==> src/core/crg_pkg.sv <==
// Constants and types for the core register and addressing block.
// Assumes one core clock domain and a synchronous active-high reset.
`default_nettype none

package crg_pkg;

  // Special-register direct addresses
  localparam logic [7:0] CRG_ADR_ACCUM   = 8'he0;
  localparam logic [7:0] CRG_ADR_OPND    = 8'hf0;
  localparam logic [7:0] CRG_ADR_EXTOP   = 8'hf1;
  localparam logic [7:0] CRG_ADR_STATUS  = 8'hd0;
  localparam logic [7:0] CRG_ADR_STACK   = 8'h81;
  localparam logic [7:0] CRG_ADR_PLO0    = 8'h82;
  localparam logic [7:0] CRG_ADR_PHI0    = 8'h83;
  localparam logic [7:0] CRG_ADR_PLO1    = 8'h84;
  localparam logic [7:0] CRG_ADR_PHI1    = 8'h85;
  localparam logic [7:0] CRG_ADR_ICFG    = 8'h86;
  localparam logic [7:0] CRG_ADR_EXT_RAM_PAGE_SELECT   = 8'hf7;

  // Status word field positions
  localparam int CRG_ST_CARRY  = 7;
  localparam int CRG_ST_AUX    = 6;
  localparam int CRG_ST_USER0  = 5;
  localparam int CRG_ST_BANKHI = 4;
  localparam int CRG_ST_BANKLO = 3;
  localparam int CRG_ST_RANGE  = 2;
  localparam int CRG_ST_USER1  = 1;
  localparam int CRG_ST_PARITY = 0;

  // Instruction configuration field positions
  localparam int CRG_IC_QWIDTH = 3;
  localparam int CRG_IC_PWIDTH = 2;
  localparam int CRG_IC_PSEL   = 0;

  // Reset values
  localparam logic [7:0]  CRG_RST_STACK = 8'h07;
  localparam logic [7:0]  CRG_RST_BYTE  = 8'h00;
  localparam logic [15:0] CRG_RST_WORD  = 16'h0000;

  // Arithmetic operations
  typedef enum logic [2:0] {
    CRG_OP_ADD  = 3'h0,
    CRG_OP_ADDC = 3'h1,
    CRG_OP_SUBB = 3'h2,
    CRG_OP_MULT = 3'h3,
    CRG_OP_QUOT = 3'h4,
    CRG_OP_AND  = 3'h5,
    CRG_OP_OR   = 3'h6,
    CRG_OP_XOR  = 3'h7
  } crg_op_t;

  // Operand addressing modes
  typedef enum logic [2:0] {
    CRG_AM_DIRECT   = 3'h0,
    CRG_AM_INDIRECT = 3'h1,
    CRG_AM_BANKREG  = 3'h2,
    CRG_AM_XRI      = 3'h3,
    CRG_AM_XPTR     = 3'h4
  } crg_mode_t;

  // Memory space selected by the decoder
  typedef enum logic [1:0] {
    CRG_SP_NONE = 2'h0,
    CRG_SP_IRAM = 2'h1,
    CRG_SP_SFR  = 2'h2,
    CRG_SP_XRAM = 2'h3
  } crg_space_t;

  // Whole register state of the block
  typedef struct packed {
    logic [7:0]  accumulator_reg;
    logic [7:0]  second_operand_reg;
    logic [7:0]  extended_operand_reg;
    logic [7:0]  stack_pointer;
    logic [15:0] first_data_pointer;
    logic [15:0] second_data_pointer;
    logic        carry_flag;
    logic        aux_carry_flag;
    logic        user_flag_zero;
    logic [1:0]  bank_select_field;
    logic        arith_range_flag;
    logic        user_flag_one;
    logic        pointer_select_bit;
    logic        product_width_select;
    logic        quotient_width_select;
    logic        ext_ram_page_select;
    logic [7:0]  rdata;
    logic [15:0] mem_addr;
    crg_space_t  mem_space;
    logic        mem_valid;
  } crg_state_t;

endpackage

`default_nettype wire

==> src/core/crg_core_regs.sv <==
// Core special registers, arithmetic flags and RAM address decoding.
// Assumes the instruction sequencer drives one-cycle request strobes.
`timescale 1ns/1ps
`default_nettype none

// Function
// [RL1] Stack pointer 8-bit, pre-increments on push
// [RL2] Stack pointer post-decrements on pop
// [RL3] Reset loads stack pointer with 07H
// [RL4] Stack addresses full 256-byte internal RAM
// [RL5] Parity bit read-only, odd ones give 1
// [RL6] Bank bits map R0-R7 to four banks
// [RL7] Carry flag follows carry or borrow
// [RL8] Range flag follows overflow
// [RL9] Two user flags freely read and written
// [RL10] Pointers accessible as word or bytes
// [RL11] Reset selects 8-bit multiply and divide
// [RL12] Narrow multiply: low to A, high to B
// [RL13] Wide multiply spreads product over three registers
// [RL14] Narrow divide: quotient A, remainder B
// [RL15] Wide divide uses extended register dividend
// [RL16] Config bit3 divide width, bit2 multiply width
// [RL17] Config bit0 selects active data pointer
// [RL18] Low RAM reached directly and indirectly
// [RL19] Upper RAM indirect only; direct hits registers
// [RL20] Registers direct only; unused addresses hold nothing
// [RL21] External RAM via indirect register or pointer
// [RL22] Page bit gives high byte for register form
// [RL23] Aux carry from bit 3 on add/subtract
// [RL24] Operand registers are scratch otherwise
module crg_core_regs
  import crg_pkg::*;
(
  input  wire logic        core_clk,
  input  wire logic        sys_rst,
  input  wire logic [7:0]  sfr_addr,
  input  wire logic [7:0]  sfr_wdata,
  input  wire logic        sfr_wr,
  input  wire logic        sfr_rd,
  output logic      [7:0]  sfr_rdata,
  input  wire logic        alu_go,
  input  wire crg_op_t     alu_op,
  input  wire logic [7:0]  alu_operand,
  input  wire logic        first_data_pointer_load,
  input  wire logic [15:0] first_data_pointer_value,
  output logic      [15:0] first_data_pointer_active,
  input  wire logic        stk_push,
  input  wire logic        stk_pop,
  input  wire logic        mem_req,
  input  wire crg_mode_t   mem_mode,
  input  wire logic [7:0]  mem_offset,
  output logic      [15:0] mem_addr,
  output crg_space_t       mem_space,
  output logic             mem_valid,
  output logic      [7:0]  accumulator_out,
  output logic             parity_flag,
  output logic             carry_out
);
  crg_state_t st_reg;   // Registered state
  crg_state_t st_next;  // Next state
  // Arithmetic intermediates
  logic [8:0]  sum9;
  logic [4:0]  sum5;
  logic [8:0]  dif9;
  logic [4:0]  dif5;
  logic [15:0] prod8;
  logic [23:0] prod16;
  logic [15:0] wide_dividend;
  logic [15:0] quot16;
  logic [15:0] rem16;
  logic [7:0]  quot8;
  logic [7:0]  rem8;
  logic        cin;
  // Known special-register addresses; others hold no storage
  function automatic logic sfr_known(input logic [7:0] a);
    case (a)
      CRG_ADR_ACCUM, CRG_ADR_OPND, CRG_ADR_EXTOP, CRG_ADR_STATUS,
      CRG_ADR_STACK, CRG_ADR_PLO0, CRG_ADR_PHI0, CRG_ADR_PLO1,
      CRG_ADR_PHI1, CRG_ADR_ICFG, CRG_ADR_EXT_RAM_PAGE_SELECT: sfr_known = 1'b1;
      default: sfr_known = 1'b0;
    endcase
  endfunction
  // Status word image with live parity
  function automatic logic [7:0] status_word(input crg_state_t s);
    logic [7:0] w;
    w = 8'h00;
    w[CRG_ST_CARRY]  = s.carry_flag;
    w[CRG_ST_AUX]    = s.aux_carry_flag;
    w[CRG_ST_USER0]  = s.user_flag_zero;
    w[CRG_ST_BANKHI] = s.bank_select_field[1];
    w[CRG_ST_BANKLO] = s.bank_select_field[0];
    w[CRG_ST_RANGE]  = s.arith_range_flag;
    w[CRG_ST_USER1]  = s.user_flag_one;
    w[CRG_ST_PARITY] = ^s.accumulator_reg;  // RL5
    status_word = w;
  endfunction
  // Active pointer value
  function automatic logic [15:0] act_ptr(input crg_state_t s);
    act_ptr = s.pointer_select_bit ? s.second_data_pointer
                                   : s.first_data_pointer;
  endfunction
  // Adders, multipliers and dividers, all single cycle
  always_comb begin
    cin    = (alu_op != CRG_OP_ADD) & st_reg.carry_flag;
    sum9   = {1'b0, st_reg.accumulator_reg} + {1'b0, alu_operand}
             + {8'h00, cin};
    sum5   = {1'b0, st_reg.accumulator_reg[3:0]}
             + {1'b0, alu_operand[3:0]} + {4'h0, cin};
    dif9   = {1'b0, st_reg.accumulator_reg} - {1'b0, alu_operand}
             - {8'h00, cin};
    dif5   = {1'b0, st_reg.accumulator_reg[3:0]}
             - {1'b0, alu_operand[3:0]} - {4'h0, cin};
    prod8  = st_reg.accumulator_reg * st_reg.second_operand_reg;
    wide_dividend = {st_reg.extended_operand_reg, st_reg.accumulator_reg};
    prod16 = wide_dividend * st_reg.second_operand_reg;
    // Zero divisor guarded; results then unused
    if (st_reg.second_operand_reg != 8'h00) begin
      quot16 = wide_dividend / {8'h00, st_reg.second_operand_reg};
      rem16  = wide_dividend % {8'h00, st_reg.second_operand_reg};
      quot8  = st_reg.accumulator_reg / st_reg.second_operand_reg;
      rem8   = st_reg.accumulator_reg % st_reg.second_operand_reg;
    end else begin
      quot16 = 16'h0000;
      rem16  = 16'h0000;
      quot8  = 8'h00;
      rem8   = 8'h00;
    end
  end
  // Next-state logic: register writes, then arithmetic, then stack
  always_comb begin
    st_next = st_reg;
    st_next.mem_valid = 1'b0;
    // Direct register writes; unknown addresses are dropped
    if (sfr_wr) begin  // RL20
      case (sfr_addr)
        CRG_ADR_ACCUM: st_next.accumulator_reg = sfr_wdata;
        CRG_ADR_OPND:  st_next.second_operand_reg = sfr_wdata;  // RL24
        CRG_ADR_EXTOP: st_next.extended_operand_reg = sfr_wdata;  // RL24
        CRG_ADR_STACK: st_next.stack_pointer = sfr_wdata;
        CRG_ADR_PLO0:  st_next.first_data_pointer[7:0] = sfr_wdata;  // RL10
        CRG_ADR_PHI0:  st_next.first_data_pointer[15:8] = sfr_wdata;  // RL10
        CRG_ADR_PLO1:  st_next.second_data_pointer[7:0] = sfr_wdata;
        CRG_ADR_PHI1:  st_next.second_data_pointer[15:8] = sfr_wdata;
        CRG_ADR_STATUS: begin
          st_next.carry_flag        = sfr_wdata[CRG_ST_CARRY];
          st_next.aux_carry_flag    = sfr_wdata[CRG_ST_AUX];
          st_next.user_flag_zero    = sfr_wdata[CRG_ST_USER0];  // RL9
          st_next.bank_select_field = sfr_wdata[CRG_ST_BANKHI:CRG_ST_BANKLO];
          st_next.arith_range_flag  = sfr_wdata[CRG_ST_RANGE];
          st_next.user_flag_one     = sfr_wdata[CRG_ST_USER1];  // RL9
        end
        CRG_ADR_ICFG: begin  // RL16
          st_next.quotient_width_select = sfr_wdata[CRG_IC_QWIDTH];
          st_next.product_width_select  = sfr_wdata[CRG_IC_PWIDTH];
          st_next.pointer_select_bit    = sfr_wdata[CRG_IC_PSEL];
        end
        CRG_ADR_EXT_RAM_PAGE_SELECT: st_next.ext_ram_page_select = sfr_wdata[0];  // RL22
        default: ;
      endcase
    end
    // Whole-word load of the selected pointer
    if (first_data_pointer_load) begin  // RL10
      if (st_reg.pointer_select_bit) begin  // RL17
        st_next.second_data_pointer = first_data_pointer_value;
      end else begin
        st_next.first_data_pointer = first_data_pointer_value;
      end
    end
    // Arithmetic overrides a same-cycle register write
    if (alu_go) begin
      case (alu_op)
        CRG_OP_ADD, CRG_OP_ADDC: begin
          st_next.accumulator_reg  = sum9[7:0];
          st_next.carry_flag       = sum9[8];  // RL7
          st_next.aux_carry_flag   = sum5[4];  // RL23
          st_next.arith_range_flag = (st_reg.accumulator_reg[7] ==
            alu_operand[7]) & (sum9[7] != alu_operand[7]);  // RL8
        end
        CRG_OP_SUBB: begin
          st_next.accumulator_reg  = dif9[7:0];
          st_next.carry_flag       = dif9[8];  // RL7
          st_next.aux_carry_flag   = dif5[4];  // RL23
          st_next.arith_range_flag = (st_reg.accumulator_reg[7] !=
            alu_operand[7]) & (dif9[7] != st_reg.accumulator_reg[7]);  // RL8
        end
        CRG_OP_MULT: begin
          st_next.carry_flag = 1'b0;  // RL7
          if (st_reg.product_width_select) begin  // RL13
            st_next.accumulator_reg      = prod16[7:0];
            st_next.second_operand_reg   = prod16[15:8];
            st_next.extended_operand_reg = prod16[23:16];
            st_next.arith_range_flag     = prod16[23:16] != 8'h00;  // RL8
          end else begin  // RL12
            st_next.accumulator_reg    = prod8[7:0];
            st_next.second_operand_reg = prod8[15:8];
            st_next.arith_range_flag   = prod8[15:8] != 8'h00;  // RL8
          end
        end
        CRG_OP_QUOT: begin
          st_next.carry_flag       = 1'b0;  // RL7
          st_next.arith_range_flag = st_reg.second_operand_reg == 8'h00;
          // Divide by zero leaves the operands unchanged
          if (st_reg.second_operand_reg == 8'h00) begin
            st_next.accumulator_reg = st_reg.accumulator_reg;
          end else if (st_reg.quotient_width_select) begin  // RL15
            st_next.accumulator_reg      = quot16[7:0];
            st_next.second_operand_reg   = rem16[7:0];
            st_next.extended_operand_reg = quot16[15:8];
          end else begin  // RL14
            st_next.accumulator_reg    = quot8;
            st_next.second_operand_reg = rem8;
          end
        end
        CRG_OP_AND: st_next.accumulator_reg =
          st_reg.accumulator_reg & alu_operand;
        CRG_OP_OR:  st_next.accumulator_reg =
          st_reg.accumulator_reg | alu_operand;
        CRG_OP_XOR: st_next.accumulator_reg =
          st_reg.accumulator_reg ^ alu_operand;
        default: ;
      endcase
    end
    // Operand address decode
    if (mem_req) begin
      st_next.mem_valid = 1'b1;
      case (mem_mode)
        CRG_AM_DIRECT: begin
          st_next.mem_addr = {8'h00, mem_offset};
          if (!mem_offset[7]) begin  // RL18
            st_next.mem_space = CRG_SP_IRAM;
          end else if (sfr_known(mem_offset)) begin  // RL19
            st_next.mem_space = CRG_SP_SFR;
          end else begin  // RL20
            st_next.mem_space = CRG_SP_NONE;
          end
        end
        CRG_AM_INDIRECT: begin  // RL18 RL19
          st_next.mem_addr  = {8'h00, mem_offset};
          st_next.mem_space = CRG_SP_IRAM;
        end
        CRG_AM_BANKREG: begin  // RL6
          st_next.mem_addr  = {8'h00, 3'b000, st_reg.bank_select_field,
                               mem_offset[2:0]};
          st_next.mem_space = CRG_SP_IRAM;
        end
        CRG_AM_XRI: begin  // RL21 RL22
          st_next.mem_addr  = {7'h00, st_reg.ext_ram_page_select,
                               mem_offset};
          st_next.mem_space = CRG_SP_XRAM;
        end
        CRG_AM_XPTR: begin  // RL21 RL17
          st_next.mem_addr  = act_ptr(st_reg);
          st_next.mem_space = CRG_SP_XRAM;
        end
        default: begin
          st_next.mem_space = CRG_SP_NONE;
          st_next.mem_valid = 1'b0;
        end
      endcase
    end
    // Stack access wins over decode and register writes
    if (stk_push) begin  // RL1 RL4
      st_next.stack_pointer = st_reg.stack_pointer + 8'h01;
      st_next.mem_addr  = {8'h00, st_reg.stack_pointer + 8'h01};
      st_next.mem_space = CRG_SP_IRAM;
      st_next.mem_valid = 1'b1;
    end else if (stk_pop) begin  // RL2 RL4
      st_next.stack_pointer = st_reg.stack_pointer - 8'h01;
      st_next.mem_addr  = {8'h00, st_reg.stack_pointer};
      st_next.mem_space = CRG_SP_IRAM;
      st_next.mem_valid = 1'b1;
    end
    // Register read, registered one cycle later
    if (sfr_rd) begin
      case (sfr_addr)
        CRG_ADR_ACCUM:  st_next.rdata = st_reg.accumulator_reg;
        CRG_ADR_OPND:   st_next.rdata = st_reg.second_operand_reg;
        CRG_ADR_EXTOP:  st_next.rdata = st_reg.extended_operand_reg;
        CRG_ADR_STACK:  st_next.rdata = st_reg.stack_pointer;
        CRG_ADR_PLO0:   st_next.rdata = st_reg.first_data_pointer[7:0];
        CRG_ADR_PHI0:   st_next.rdata = st_reg.first_data_pointer[15:8];
        CRG_ADR_PLO1:   st_next.rdata = st_reg.second_data_pointer[7:0];
        CRG_ADR_PHI1:   st_next.rdata = st_reg.second_data_pointer[15:8];
        CRG_ADR_STATUS: st_next.rdata = status_word(st_reg);  // RL5
        CRG_ADR_ICFG:   st_next.rdata = {4'h0,
          st_reg.quotient_width_select, st_reg.product_width_select,
          1'b0, st_reg.pointer_select_bit};
        CRG_ADR_EXT_RAM_PAGE_SELECT:  st_next.rdata = {7'h00, st_reg.ext_ram_page_select};
        default:        st_next.rdata = CRG_RST_BYTE;  // RL20
      endcase
    end
  end
  // State register with synchronous reset
  always_ff @(posedge core_clk) begin
    if (sys_rst) begin
      st_reg <= '0;
      st_reg.stack_pointer <= CRG_RST_STACK;  // RL3
      st_reg.product_width_select <= 1'b0;  // RL11
      st_reg.quotient_width_select <= 1'b0;  // RL11
      st_reg.mem_space <= CRG_SP_NONE;
    end else begin
      st_reg <= st_next;
    end
  end
  // Outputs
  assign sfr_rdata       = st_reg.rdata;
  assign first_data_pointer_active     = act_ptr(st_reg);  // RL17
  assign mem_addr        = st_reg.mem_addr;
  assign mem_space       = st_reg.mem_space;
  assign mem_valid       = st_reg.mem_valid;
  assign accumulator_out = st_reg.accumulator_reg;
  assign parity_flag     = ^st_reg.accumulator_reg;  // RL5
  assign carry_out       = st_reg.carry_flag;
endmodule

`default_nettype wire

==> config.mk <==
export PLATFORM = sky130hd
export DESIGN_NAME = crg_core_regs
export DESIGN_NICKNAME = d
export VERILOG_FILES = /design/src/core/crg_pkg.sv /design/src/core/crg_core_regs.sv
export SDC_FILE = /design/constraint.sdc
export NUM_CORES = 1
export LEC_CHECK = 0
export BUFFER_PORTS_ARGS = -buffer_cell sky130_fd_sc_hd__buf_2
export CAP_MARGIN = 20
export CELL_PAD_IN_SITES_DETAIL_PLACEMENT = 1
export CELL_PAD_IN_SITES_GLOBAL_PLACEMENT = 2
export CORE_ASPECT_RATIO = 1.1
export CORE_UTILIZATION = 30
export CTS_CLUSTER_SIZE = 28
export DETAILED_ROUTE_END_ITERATION = 10
export PLACE_DENSITY = 0.65
export SYNTH_ARGS = -nofsm -noshare
export SYNTH_HDL_FRONTEND = slang
export SYNTH_SLANG_ARGS = --single-unit
==> constraint.sdc <==
create_clock -name core_clk -period 44.6 [get_ports core_clk]
set_input_delay 4.46 -clock core_clk [delete_from_list [all_inputs] [get_ports core_clk]]
set_output_delay 4.46 -clock core_clk [all_outputs]
set_load 0.005 [all_outputs]
Yosys cells after proc, flatten, opt, wreduce, memory -nomap -nowiden
Index checks and enable logic that the tools add are counted.
{"block": "totals", "word_cells": 162, "out_inout_bits": 53, "register_bits": 102}
{"block": "op_classes", "bitwise_logic": 6, "mux": 50, "reduce_logical": 30, "n_eq_ne": 38, "addsub": 10, "div": 4, "mul": 2}
{"operator": "$eq A8 B8 Y1 const B", "n": 22}
{"operator": "$mux W8", "n": 16}
{"operator": "$mux W16", "n": 7}
{"operator": "$pmux W8 S11", "n": 1}
{"operator": "$mux W75", "n": 1}
{"operator": "$pmux W16 S4", "n": 1}
{"operator": "$pmux W8 S7", "n": 1}
{"operator": "$mux W11", "n": 3}
{"operator": "$mux W32", "n": 1}
{"operator": "$pmux W16 S2", "n": 1}
{"operator": "$mul A16 B8 Y24", "n": 1}
{"operator": "$mux W24", "n": 1}
{"operator": "$reduce_bool A8 Y1", "n": 3}
{"operator": "$div A16 B8 Y16", "n": 1}
{"operator": "$mod A16 B8 Y16", "n": 1}
{"operator": "$mul A8 B8 Y16", "n": 1}
{"operator": "$eq A3 B3 Y1 const B", "n": 5}
{"operator": "$eq A3 B2 Y1 const B", "n": 4}
{"operator": "$reduce_and A2 Y1", "n": 6}
{"operator": "$reduce_bool A3 Y1", "n": 4}
{"operator": "$reduce_or A11 Y1", "n": 1}
{"operator": "$reduce_or A2 Y1", "n": 5}
{"operator": "$add A8 B8 Y9", "n": 1}
{"operator": "$add A9 B1 Y9", "n": 1}
{"operator": "other kinds (35)", "n": 51}

Depth between registers and ports, before layout
Gate-level depths: netlist of run 1.
{"block": "depth", "depth_word": 12, "depth_mapped": 160}

Least setup slack after synthesis of run 1
Ideal clock, no wire load.
{"block": "synth_path", "path_kind": "flip-flop to flip-flop", "from": "register st_reg[86] (netlist bit)", "to": "register st_reg[93] (netlist bit)", "path_buffers": 9, "required_time_ps": 44485, "arrival_ps": 30803, "stages_incl_launch_ff": 150, "setup_slack_ps": 13682, "period_less_slack_ps": 30918, "path_cell_list": "dfxtp_1 clkbuf_1 inv_1 ha_1 o21ba_2 nand3_1 nor3_1 xor2_1 ha_1 o21a_1 or2_2 o41ai_1 nand2_1 nand2_1 ha_1 o211a_1 nor2_1 nor3_2 [114 not listed] a21o_1 a21oi_1 o211ai_4 mux2_2 ha_1 nand2_1 nand2_1 a21oi_1 o21bai_1 a21oi_1 o21ai_0 a21o_1 a21oi_1 nand2_1 nor4_1 o211ai_1 a211o_1 and3_1"}
{"block": "synth_via", "elab_chain_cells": 6, "word_cells_on_any_way": 13, "classes_between": "mul: 2; div: 2; mux: 7; reduce/logical: 2"}
{"item": "start, declared", "line_no": "crg_core_regs.sv:59", "rtl": "crg_state_t st_reg;"}
{"item": "start signal, assigned", "line_no": "crg_core_regs.sv:302", "rtl": "st_reg <= st_next;"}
{"item": "$mod A16 B8 Y16, or another cell as far along", "line_no": "crg_core_regs.sv:119", "rtl": "rem16 = wide_dividend % {8'h00, st_reg.second_operand_reg};"}
{"item": "$mux W8", "line_no": "crg_core_regs.sv:117", "rtl": "if (st_reg.second_operand_reg != 8'h00) begin"}
{"item": "$mux W16", "line_no": "crg_core_regs.sv:205", "rtl": "end else if (st_reg.quotient_width_select) begin"}
{"item": "$mux W16", "line_no": "crg_core_regs.sv:203", "rtl": "if (st_reg.second_operand_reg == 8'h00) begin"}
{"item": "$pmux W16 S2 (*)", "line_no": "crg_core_regs.sv:171", "rtl": "case (alu_op)"}
{"item": "$mux W24 (*)", "line_no": "crg_core_regs.sv:170", "rtl": "if (alu_go) begin"}
Mark *: on every way between the ends. The rest lies on a longest branch, timed or not.
A chain may end at the register's enable or synchronous reset.

Worst setup path after layout of run 1
{"block": "layout_path", "from": "register st_reg, in the netlist accumulator_out[4]", "to": "register st_reg[93] (netlist bit)"}
{"block": "layout_via", "elab_chain_cells": 6, "word_cells_on_any_way": 11, "classes_between": "mul: 2; div: 2; mux: 7"}
{"item": "$mod A16 B8 Y16 or $mod A8 B8 Y8 (tied branches)", "line_no": "crg_core_regs.sv:119, crg_core_regs.sv:121"}
{"item": "$mux W8", "line_no": "crg_core_regs.sv:117"}
{"item": "$mux W16", "line_no": "crg_core_regs.sv:205"}
{"item": "$mux W16", "line_no": "crg_core_regs.sv:203"}
{"item": "$pmux W16 S2 (*)", "line_no": "crg_core_regs.sv:171"}
{"item": "$mux W24 (*)", "line_no": "crg_core_regs.sv:170"}
Marked as above.

==> impl_metrics.json, run 1 <==
{
  "reg2reg_to": "st_reg[93]$_SDFF_PP0_",
  "synth_top_area_share_pct": 15.0,
  "skew_ns": 0.0153,
  "clk_pin_slew_ns": 0.09,
  "cts_num_sinks": 102,
  "seq_area_um2": 2040,
  "slew_headroom_pct": 28.5,
  "stdcell_count": 3535,
  "critPathMaxStageDelay_ns": 0.71,
  "drv_slew": 0,
  "critPathMostFrequentCell": "o21a_1",
  "whs_endpoint": "mem_addr[6]$_SDFFE_PP0P_",
  "ys_top_cells_by_area": "ha_1 (15%), dfxtp_1 (10%), fa_1 (9.9%)",
  "post_cts_buffers": 0,
  "synth_edf_count": 0,
  "diodes": 0,
  "drt-pass1-iter-count": 5,
  "ys.flop_type": "dfxtp_1",
  "synth_common_cells": "nor2_1 (275), nand2_1 (244), ha_1 (240)",
  "cp.arrival_ns": 37.04,
  "gp_congestion": 0.877,
  "tightest_slew_ns": 1.07,
  "timing.fmax_mhz": 27.2,
  "wirelength_um": 83400,
  "finalCriticalPeriod_ns": 36.74,
  "r2r-start": "accumulator_out[4]$_SDFFE_PP0P_",
  "ant_nets": 0,
  "yosys_register_bits": 102,
  "drtIter0Drc": 905,
  "die_h_um": 273,
  "grtUsageTotal_pct": 24.2,
  "io_pins": 116,
  "netlist_instances": 2671,
  "critPathCaptureType": "register",
  "dpl.cell_count": 3518,
  "grt_antenna_before_repair": 0,
  "hold_path.class": "register to register",
  "yosysMostFrequentCell": "nor2_1",
  "r2r_cells": 144,
  "dieArea_um2": 68000,
  "ys_seq_area_share_pct": 10.2,
  "die_w_um": 249,
  "critical_path_class": "register to register",
  "layout.nets": 3074,
  "synth_top_area_cell": "ha_1",
  "overflow": 0,
  "cts_hold_buffers": 0,
  "whs_path_depth": 2,
  "tns_ns": 0,
  "rrSetupSlack_ns": 7.86,
  "portBuffers": 115,
  "yosys_warnings": 0,
  "largest_reg_flops": 66,
  "cts_root_buf": "clkbuf_16",
  "slowest_stage": "dfxtp_1",
  "grt_setup_unrepaired": "false",
  "num_rows": 99,
  "outcome": "finished, final reports clean",
  "timing.final.hold_violations": 0,
  "worstPathRequired_ns": 44.90,
  "crit_path_max_fanout": 23,
  "grt_pass1_vias": 20900,
  "clockBufferDepth": 2,
  "crit_path_start_kind": "register",
  "dpl.hpwl_um": 65700,
  "avgSynthCellArea_um2": 7.52,
  "syn-cell-area_um2": 20100,
  "cts_resized": 0,
  "grt_max_degree": 48,
  "period_share_pct": 82.4,
  "drcViolationCount": 0,
  "multi_input_area_um2": 16500,
  "clkLatencyLatePin_ns": 0.40,
  "cts.htree.levels": 3,
  "final-setup-viol-count": 0,
  "core-area_um2": 66300,
  "async_reset_ff_share_pct": 0,
  "drive_gt1_share_pct": 10.8,
  "drt-wirelength-per-cell_um": 23.6,
  "cts_tree": "built",
  "cap_violations": 0,
  "hp-start": "mem_addr[6]$_SDFFE_PP0P_",
  "grt_pass1_wl_um": 127000,
  "n_fill_cell": 8077,
  "initial_utilization_pct": 30.3,
  "ys_types": 96,
  "routed-via-count": 19800,
  "syn_nets": 3073,
  "cts_made_buffers": 9,
  "syn_to_final_growth_pct": 7.53,
  "vias_per_cell": 5.61
}
-- stage by stage --
step / hold WS [ns] / util (%) / setup slack [ns] / cell area (um2)
floorplan: 0.432 / - / 13.68 / 20100
global placement: 0.436 / 32.1 / 9.86 / 21300
detailed placement: 0.444 / 32.1 / 8.09 / 21300
CTS: 0.457 / 32.5 / 7.93 / 21600
global route: 0.480 / 32.6 / 4.76 / 21600
finish: 0.453 / 32.6 / 7.86 / 21600
-- area by class of cell --
type / instances / area share (%)
flip-flops and latches: 102 / 9.46
clock buffers: 9 / 1.04
clock inverters: 7 / 0.417
repair buffers: 154 / 4.11
inverters: 196 / 3.41
multi-input cells: 2209 / 76.6
well taps: 858 / 4.97
-- layer usage --
layer	share of wire, %	GRT usage, %	vias to the layer above
li1	-	-	9461
met1	43	28.7	9867
met2	52	45.9	375
met3	2.5	1.60	113
met4	3.4	8.27	0
met5	0	0	-
-- how the worst max path moves through the flow --
stage | startpoint | end | slack (ns) | cells after the start
finish | accumulator_out[4]$_SDFFE_PP0P_ | st_reg[93]$_SDFF_PP0_ | 7.86 | 144
global route | accumulator_out[4]$_SDFFE_PP0P_ | st_reg[93]$_SDFF_PP0_ | 4.76 | 144
CTS | accumulator_out[4]$_SDFFE_PP0P_ | st_reg[93]$_SDFF_PP0_ | 7.93 | 144
detailed placement | accumulator_out[4]$_SDFFE_PP0P_ | st_reg[93]$_SDFF_PP0_ | 8.09 | 143
global placement | accumulator_out[4]$_SDFFE_PP0P_ | st_reg[93]$_SDFF_PP0_ | 9.86 | 145
floorplan | st_reg[86]$_SDFF_PP0_ | st_reg[93]$_SDFF_PP0_ | 13.68 | 149
-- cells by family after synthesis --
group,count (synthesis),share of synthesized area [%]
simple gates,885,20.8
fa+ha+maj,339,24.8
mux,144,7.61
compound gates,723,24.0
buf+inv,360,7.49
xor+xnor,118,5.15
flops,102,10.2
-- critical path, delay by kind of cell (launching register included) --
| kind | cells | cell delay, ns |
|---|---|---|
| buf+inv | 2 | 0.72 |
| fa+ha+maj | 16 | 5.03 |
| compound gates | 81 | 19.48 |
| flops | 1 | 0.71 |
| xor+xnor | 1 | 0.18 |
| simple gates | 40 | 9.05 |
| mux | 4 | 1.49 |
-- placed cells by master (no fill, tap or decap), drive strengths merged, types with 18 or more instances in the layout --
cell type / netlist / final
nor2: 275 / 275
nand2: 244 / 244
ha: 240 / 240
a21oi: 204 / 204
inv: 188 / 190
buf: 49 / 154
o21ai: 126 / 126
nor3: 104 / 104
dfxtp: 102 / 102
fa: 99 / 99
xnor2: 84 / 84
mux2i: 78 / 78
o21a: 71 / 71
mux2: 66 / 66
a211oi: 46 / 46
nand3: 41 / 41
a21o: 38 / 38
xor2: 34 / 34
and2: 33 / 33
nand2b: 32 / 32
nor2b: 29 / 29
a22oi: 29 / 29
nand4: 26 / 26
o21bai: 26 / 26
or2: 25 / 25
o31ai: 24 / 24
a31oi: 19 / 19
a221oi: 18 / 18
Power of run 1 is left out: the tool's default activity adds up to more than one toggle a clock period on the data nets, which glitch-free logic cannot reach.
==> run 2, diff against run 1 <==
==> constraint.sdc (replaced) <==
create_clock -name core_clk -period 37.5 [get_ports core_clk]
set_input_delay 3.75 -clock core_clk [delete_from_list [all_inputs] [get_ports core_clk]]
set_output_delay 3.75 -clock core_clk [all_outputs]
set_load 0.005 [all_outputs]
==> run 2 against run 1 <==
Maximum frequency increased by 5.7%. Final area is 0.44% higher. Global-route usage up 0.15 points. Worst setup slack got worse by 5.1 ns. First-iteration DRC count rose by 4.9%. Final cell count grew 0.23%. Clock skew is 0.0042 ns lower. Non-clock buffer count grew 6. Utilization rose by 0.14 points. Sequential share of layout area about the same. Wire length up 0.40%. Die area unchanged. Critical path type unchanged.
==> impl_metrics.json, run 2 (synthesized netlist as in run 1, its figures left out) <==
{
  "outcome": "finished, final reports clean",
  "slowest_stage": "dfxtp_2",
  "clkLatencyLatePin_ns": 0.39,
  "hold_path.class": "register to register",
  "final_cell_mix": "nor2_1 (273), nand2_1 (244), ha_1 (240)",
  "rrSetupSlack_ns": 2.74,
  "syn_to_final_growth_pct": 8.00,
  "drcViolationCount": 0,
  "cts_made_buffers": 9,
  "cts_tree": "built",
  "wl_met1_um": 35300,
  "cp.arrival_ns": 35.05,
  "final_util_pct": 32.7,
  "timing.final.hold_violations": 0,
  "io_pins": 116,
  "cts.htree.levels": 3,
  "drtIter0Drc": 949,
  "core-area_um2": 66300,
  "largest_reg_flops": 66,
  "grt_pass1_wl_um": 127000,
  "final-setup-viol-count": 0,
  "drt-pass1-iter-count": 5,
  "dieArea_um2": 68000,
  "period_share_pct": 92.7,
  "clockBufferDepth": 2,
  "grt_setup_unrepaired": "false",
  "gp_congestion": 0.878,
  "slew_headroom_pct": 30.7,
  "crit_path_start_kind": "register",
  "cts_hold_buffers": 0,
  "grt_antenna_before_repair": 4,
  "die_h_um": 273,
  "tns_ns": 0,
  "critPathMaxStageDelay_ns": 0.55,
  "ant_nets": 0,
  "overflow": 0,
  "cts_num_sinks": 102,
  "critical_path_class": "register to register",
  "drt-wirelength-per-cell_um": 23.6,
  "dr_wl_met3_um": 2820,
  "wirelength_um": 83700,
  "grt_max_degree": 48,
  "critPathCaptureType": "register",
  "grt_pass1_vias": 21000,
  "num_rows": 99,
  "top_layer_used": "met5",
  "stdcell_count": 3543,
  "worstPathRequired_ns": 37.79,
  "cts_root_buf": "clkbuf_16",
  "dr_wl_met2_um": 42300,
  "crit_path_max_fanout": 23,
  "cap_violations": 0,
  "die_w_um": 249,
  "drive_gt1_share_pct": 11.3,
  "portBuffers": 115,
  "vias_per_cell": 5.59,
  "clk_pin_slew_ns": 0.09,
  "routed-via-count": 19800,
  "drv_slew": 0,
  "finalCriticalPeriod_ns": 34.76,
  "skew_ns": 0.0111,
  "final_common_cell": "nor2_1",
  "grtUsageTotal_pct": 24.4,
  "tightest_slew_ns": 1.04,
  "layout.nets": 3080,
  "critPathMostFrequentCell": "o21a_1",
  "timing.fmax_mhz": 28.8,
  "dpl.cell_count": 3519,
  "dpl.hpwl_um": 65900,
  "initial_utilization_pct": 30.3
}
==> run 2: area by class of cell <==
class                      count  area (um2)
clock inverter                 7        90.1
multi-input combinational   2209       16600
fill                        8115       44600
inverter                     196         747
antenna                        2        5.00
timing repair buffer         160         933
tap                          858        1070
sequential                   102        2040
clock buffer                   9         225
==> run 2: final timing paths <==
| check | start | cells past startpoint | end |
|---|---|---|---|
| min reg2reg | mem_addr[15]$_SDFFE_PP0P_ | 2 | mem_addr[15]$_SDFFE_PP0P_ |
| max reg2reg | accumulator_out[4]$_SDFFE_PP0P_ | 145 | st_reg[93]$_SDFF_PP0_ |
| min | mem_addr[15]$_SDFFE_PP0P_ | 2 | mem_addr[15]$_SDFFE_PP0P_ |
| max | accumulator_out[4]$_SDFFE_PP0P_ | 145 | st_reg[93]$_SDFF_PP0_ |
==> run 2: per-stage QoR <==
stage / setup WS (ns) / hold WS, ns / instance area [um2]
final: 2.74 / 0.453 / 21700
after global routing: 0.0470 / 0.475 / 21700
after CTS: 0.898 / 0.456 / 21600
after detailed placement: 0.976 / 0.442 / 21300
after global placement: 2.73 / 0.436 / 21300
after floorplan: 6.58 / 0.432 / 20100
==> run 2: what timing repair did <==
action                     CTS  global route
setup buffers                0             5
setup endpoints to repair    0             9
resized for setup            0            13
==> run 2: layer usage <==
metal  global-route usage, %  up-vias
li1                        -     9478
met1                    28.5     9795
met2                    45.3      403
met3                    2.52      133
met4                    9.69        4
met5                       0        -
==> run 2: critical path, delay by kind of cell (launching register included) <==
family / cells / cell delay, ns
AOI/OAI and AO/OA: 80 / 18.51
xor gates and xnor gates: 1 / 0.16
adders and majority gates: 16 / 4.77
buffers and inverters: 3 / 0.70
DFF: 1 / 0.55
muxes: 4 / 1.22
and+or+nand+nor: 41 / 8.61
Power of run 2 is left out for the same reason.
==> run 3, diff against run 2 <==
--- a/config.mk
+++ b/config.mk
@@ -13,7 +13,7 @@
 export CORE_UTILIZATION = 30
 export CTS_CLUSTER_SIZE = 28
 export DETAILED_ROUTE_END_ITERATION = 10
-export PLACE_DENSITY = 0.65
+export PLACE_DENSITY = 0.79
 export SYNTH_ARGS = -nofsm -noshare
 export SYNTH_HDL_FRONTEND = slang
 export SYNTH_SLANG_ARGS = --single-unit
==> run 3 against run 2 <==
First-iteration DRC count increased by 2.1%. Via count increased by 1.3%. Final cell count decreased by 0.11%. Wire length decreased by 5.6%. Utilization decreased by 0.059 points. Die area unchanged. Non-clock buffer count decreased by 2. Maximum frequency decreased by 0.33%. Clock skew increased by 0.0043 ns. Critical path type unchanged. Critical endpoint unchanged.
==> impl_metrics.json, run 3 (synthesized netlist as in run 1, its figures left out) <==
{
  "outcome": "finished, final reports clean",
  "crit_path_start_kind": "register",
  "final_cell_mix": "nor2_1 (273), nand2_1 (244), ha_1 (240)",
  "slew_headroom_pct": 22.4,
  "final-setup-viol-count": 0,
  "cp.arrival_ns": 35.14,
  "syn_to_final_growth_pct": 7.81,
  "clockBufferDepth": 2,
  "gp_congestion": 0.902,
  "core-area_um2": 66300,
  "layout.nets": 3078,
  "grt_pass1_vias": 21200,
  "io_pins": 116,
  "slowest_stage": "dfxtp_1",
  "cap_violations": 0,
  "routed-via-count": 20100,
  "clk_pin_slew_ns": 0.09,
  "cts_hold_buffers": 0,
  "tightest_slew_ns": 1.15,
  "worst_slack_ns": 2.63,
  "overflow": 0,
  "use_met3_pct": 2.28,
  "finalCriticalPeriod_ns": 34.87,
  "drt-wirelength-per-cell_um": 22.3,
  "critPathMostFrequentCell": "o21a_1",
  "drv_slew": 0,
  "dp_slack_ns": 1.29,
  "wirelength_um": 79000,
  "die_h_um": 273,
  "die_w_um": 249,
  "timing.final.hold_violations": 0,
  "worstPathRequired_ns": 37.77,
  "vias_per_cell": 5.67,
  "whs_path_depth": 2,
  "clkLatencyLatePin_ns": 0.38,
  "drcViolationCount": 0,
  "cts_num_sinks": 102,
  "period_share_pct": 93.0,
  "diodes": 0,
  "skew_ns": 0.0154,
  "dpl.hpwl_um": 62100,
  "num_rows": 99,
  "grt_max_degree": 51,
  "critPathMaxStageDelay_ns": 0.81,
  "portBuffers": 115,
  "drtIter0Drc": 969,
  "grt_antenna_before_repair": 0,
  "critical_path_class": "register to register",
  "crit_path_max_fanout": 23,
  "cts.htree.levels": 3,
  "timing.fmax_mhz": 28.7,
  "use_met2_pct": 41.8,
  "final_common_cell": "nor2_1",
  "hold_path.class": "register to register",
  "cts_tree": "built",
  "drt-pass1-iter-count": 5,
  "cts_root_buf": "clkbuf_16",
  "drive_gt1_share_pct": 11.1,
  "ant_nets": 0,
  "globalRouteMet1Util_pct": 27.9,
  "r2r_cells": 144,
  "critPathCaptureType": "register",
  "largest_reg_flops": 66,
  "dieArea_um2": 68000,
  "busiest_layer": "met2",
  "initial_utilization_pct": 30.3,
  "grt_pass1_wl_um": 122000,
  "cts_made_buffers": 9,
  "grtUsageTotal_pct": 22.8
}
[run 3: cell type report]
type	count	area [um2]
clock buffers	9	225
clock inverters	7	91.3
fillers	8087	44600
inverters	196	743
multi-input cells	2209	16600
flip-flops and latches	102	2040
well taps	858	1070
repair buffers	158	916
[run 3: path summary, 6_finish.rpt]
| path | slack, ns | start | end |
|---|---|---|---|
| min | 0.46 | mem_addr[1]$_SDFFE_PP0P_ | mem_addr[1]$_SDFFE_PP0P_ |
| max | 2.63 | accumulator_out[4]$_SDFFE_PP0P_ | st_reg[93]$_SDFF_PP0_ |
| min reg2reg | 0.46 | mem_addr[1]$_SDFFE_PP0P_ | mem_addr[1]$_SDFFE_PP0P_ |
| max reg2reg | 2.63 | accumulator_out[4]$_SDFFE_PP0P_ | st_reg[93]$_SDFF_PP0_ |
[run 3: metal layers]
| metal | vias up | wire (um) |
|---|---|---|
| li1 | 9481 | - |
| met1 | 10000 | 35000 |
| met2 | 422 | 39200 |
| met3 | 114 | 2590 |
| met4 | 0 | 2320 |
| met5 | - | 0 |
[run 3: per-stage QoR]
step                      utilization (%)  area, um2  TNS, ns  cells  hold slack [ns]
after floorplan                         -      20100        0   2671            0.432
after global placement               32.0      21200        0   3516            0.435
after detailed placement             32.0      21200        0   3516            0.449
after CTS                            32.5      21600        0   3532            0.460
after global routing                 32.7      21600  -0.0482   3539            0.488
final                                32.7      21600        0   3539            0.456
[run 3: repair_timing]
| item | 4_1_cts | 5_1_grt |
|---|---|---|
| gates resized for setup | 0 | 8 |
| setup endpoints to repair | 0 | 9 |
| buffers inserted | 0 | 5 |
[run 3: worst max-delay path: cells and delay by family, from the launching register on]
| kind | cells | cell delay (ns) |
|---|---|---|
| xor gates and xnor gates | 1 | 0.17 |
| muxes | 4 | 1.30 |
| and+or+nand+nor | 41 | 8.45 |
| DFF | 1 | 0.81 |
| AOI/OAI and AO/OA | 77 | 18.35 |
| buffers and inverters | 5 | 1.00 |
| adders and majority gates | 16 | 4.60 |
Power of run 3 is left out for the same reason.
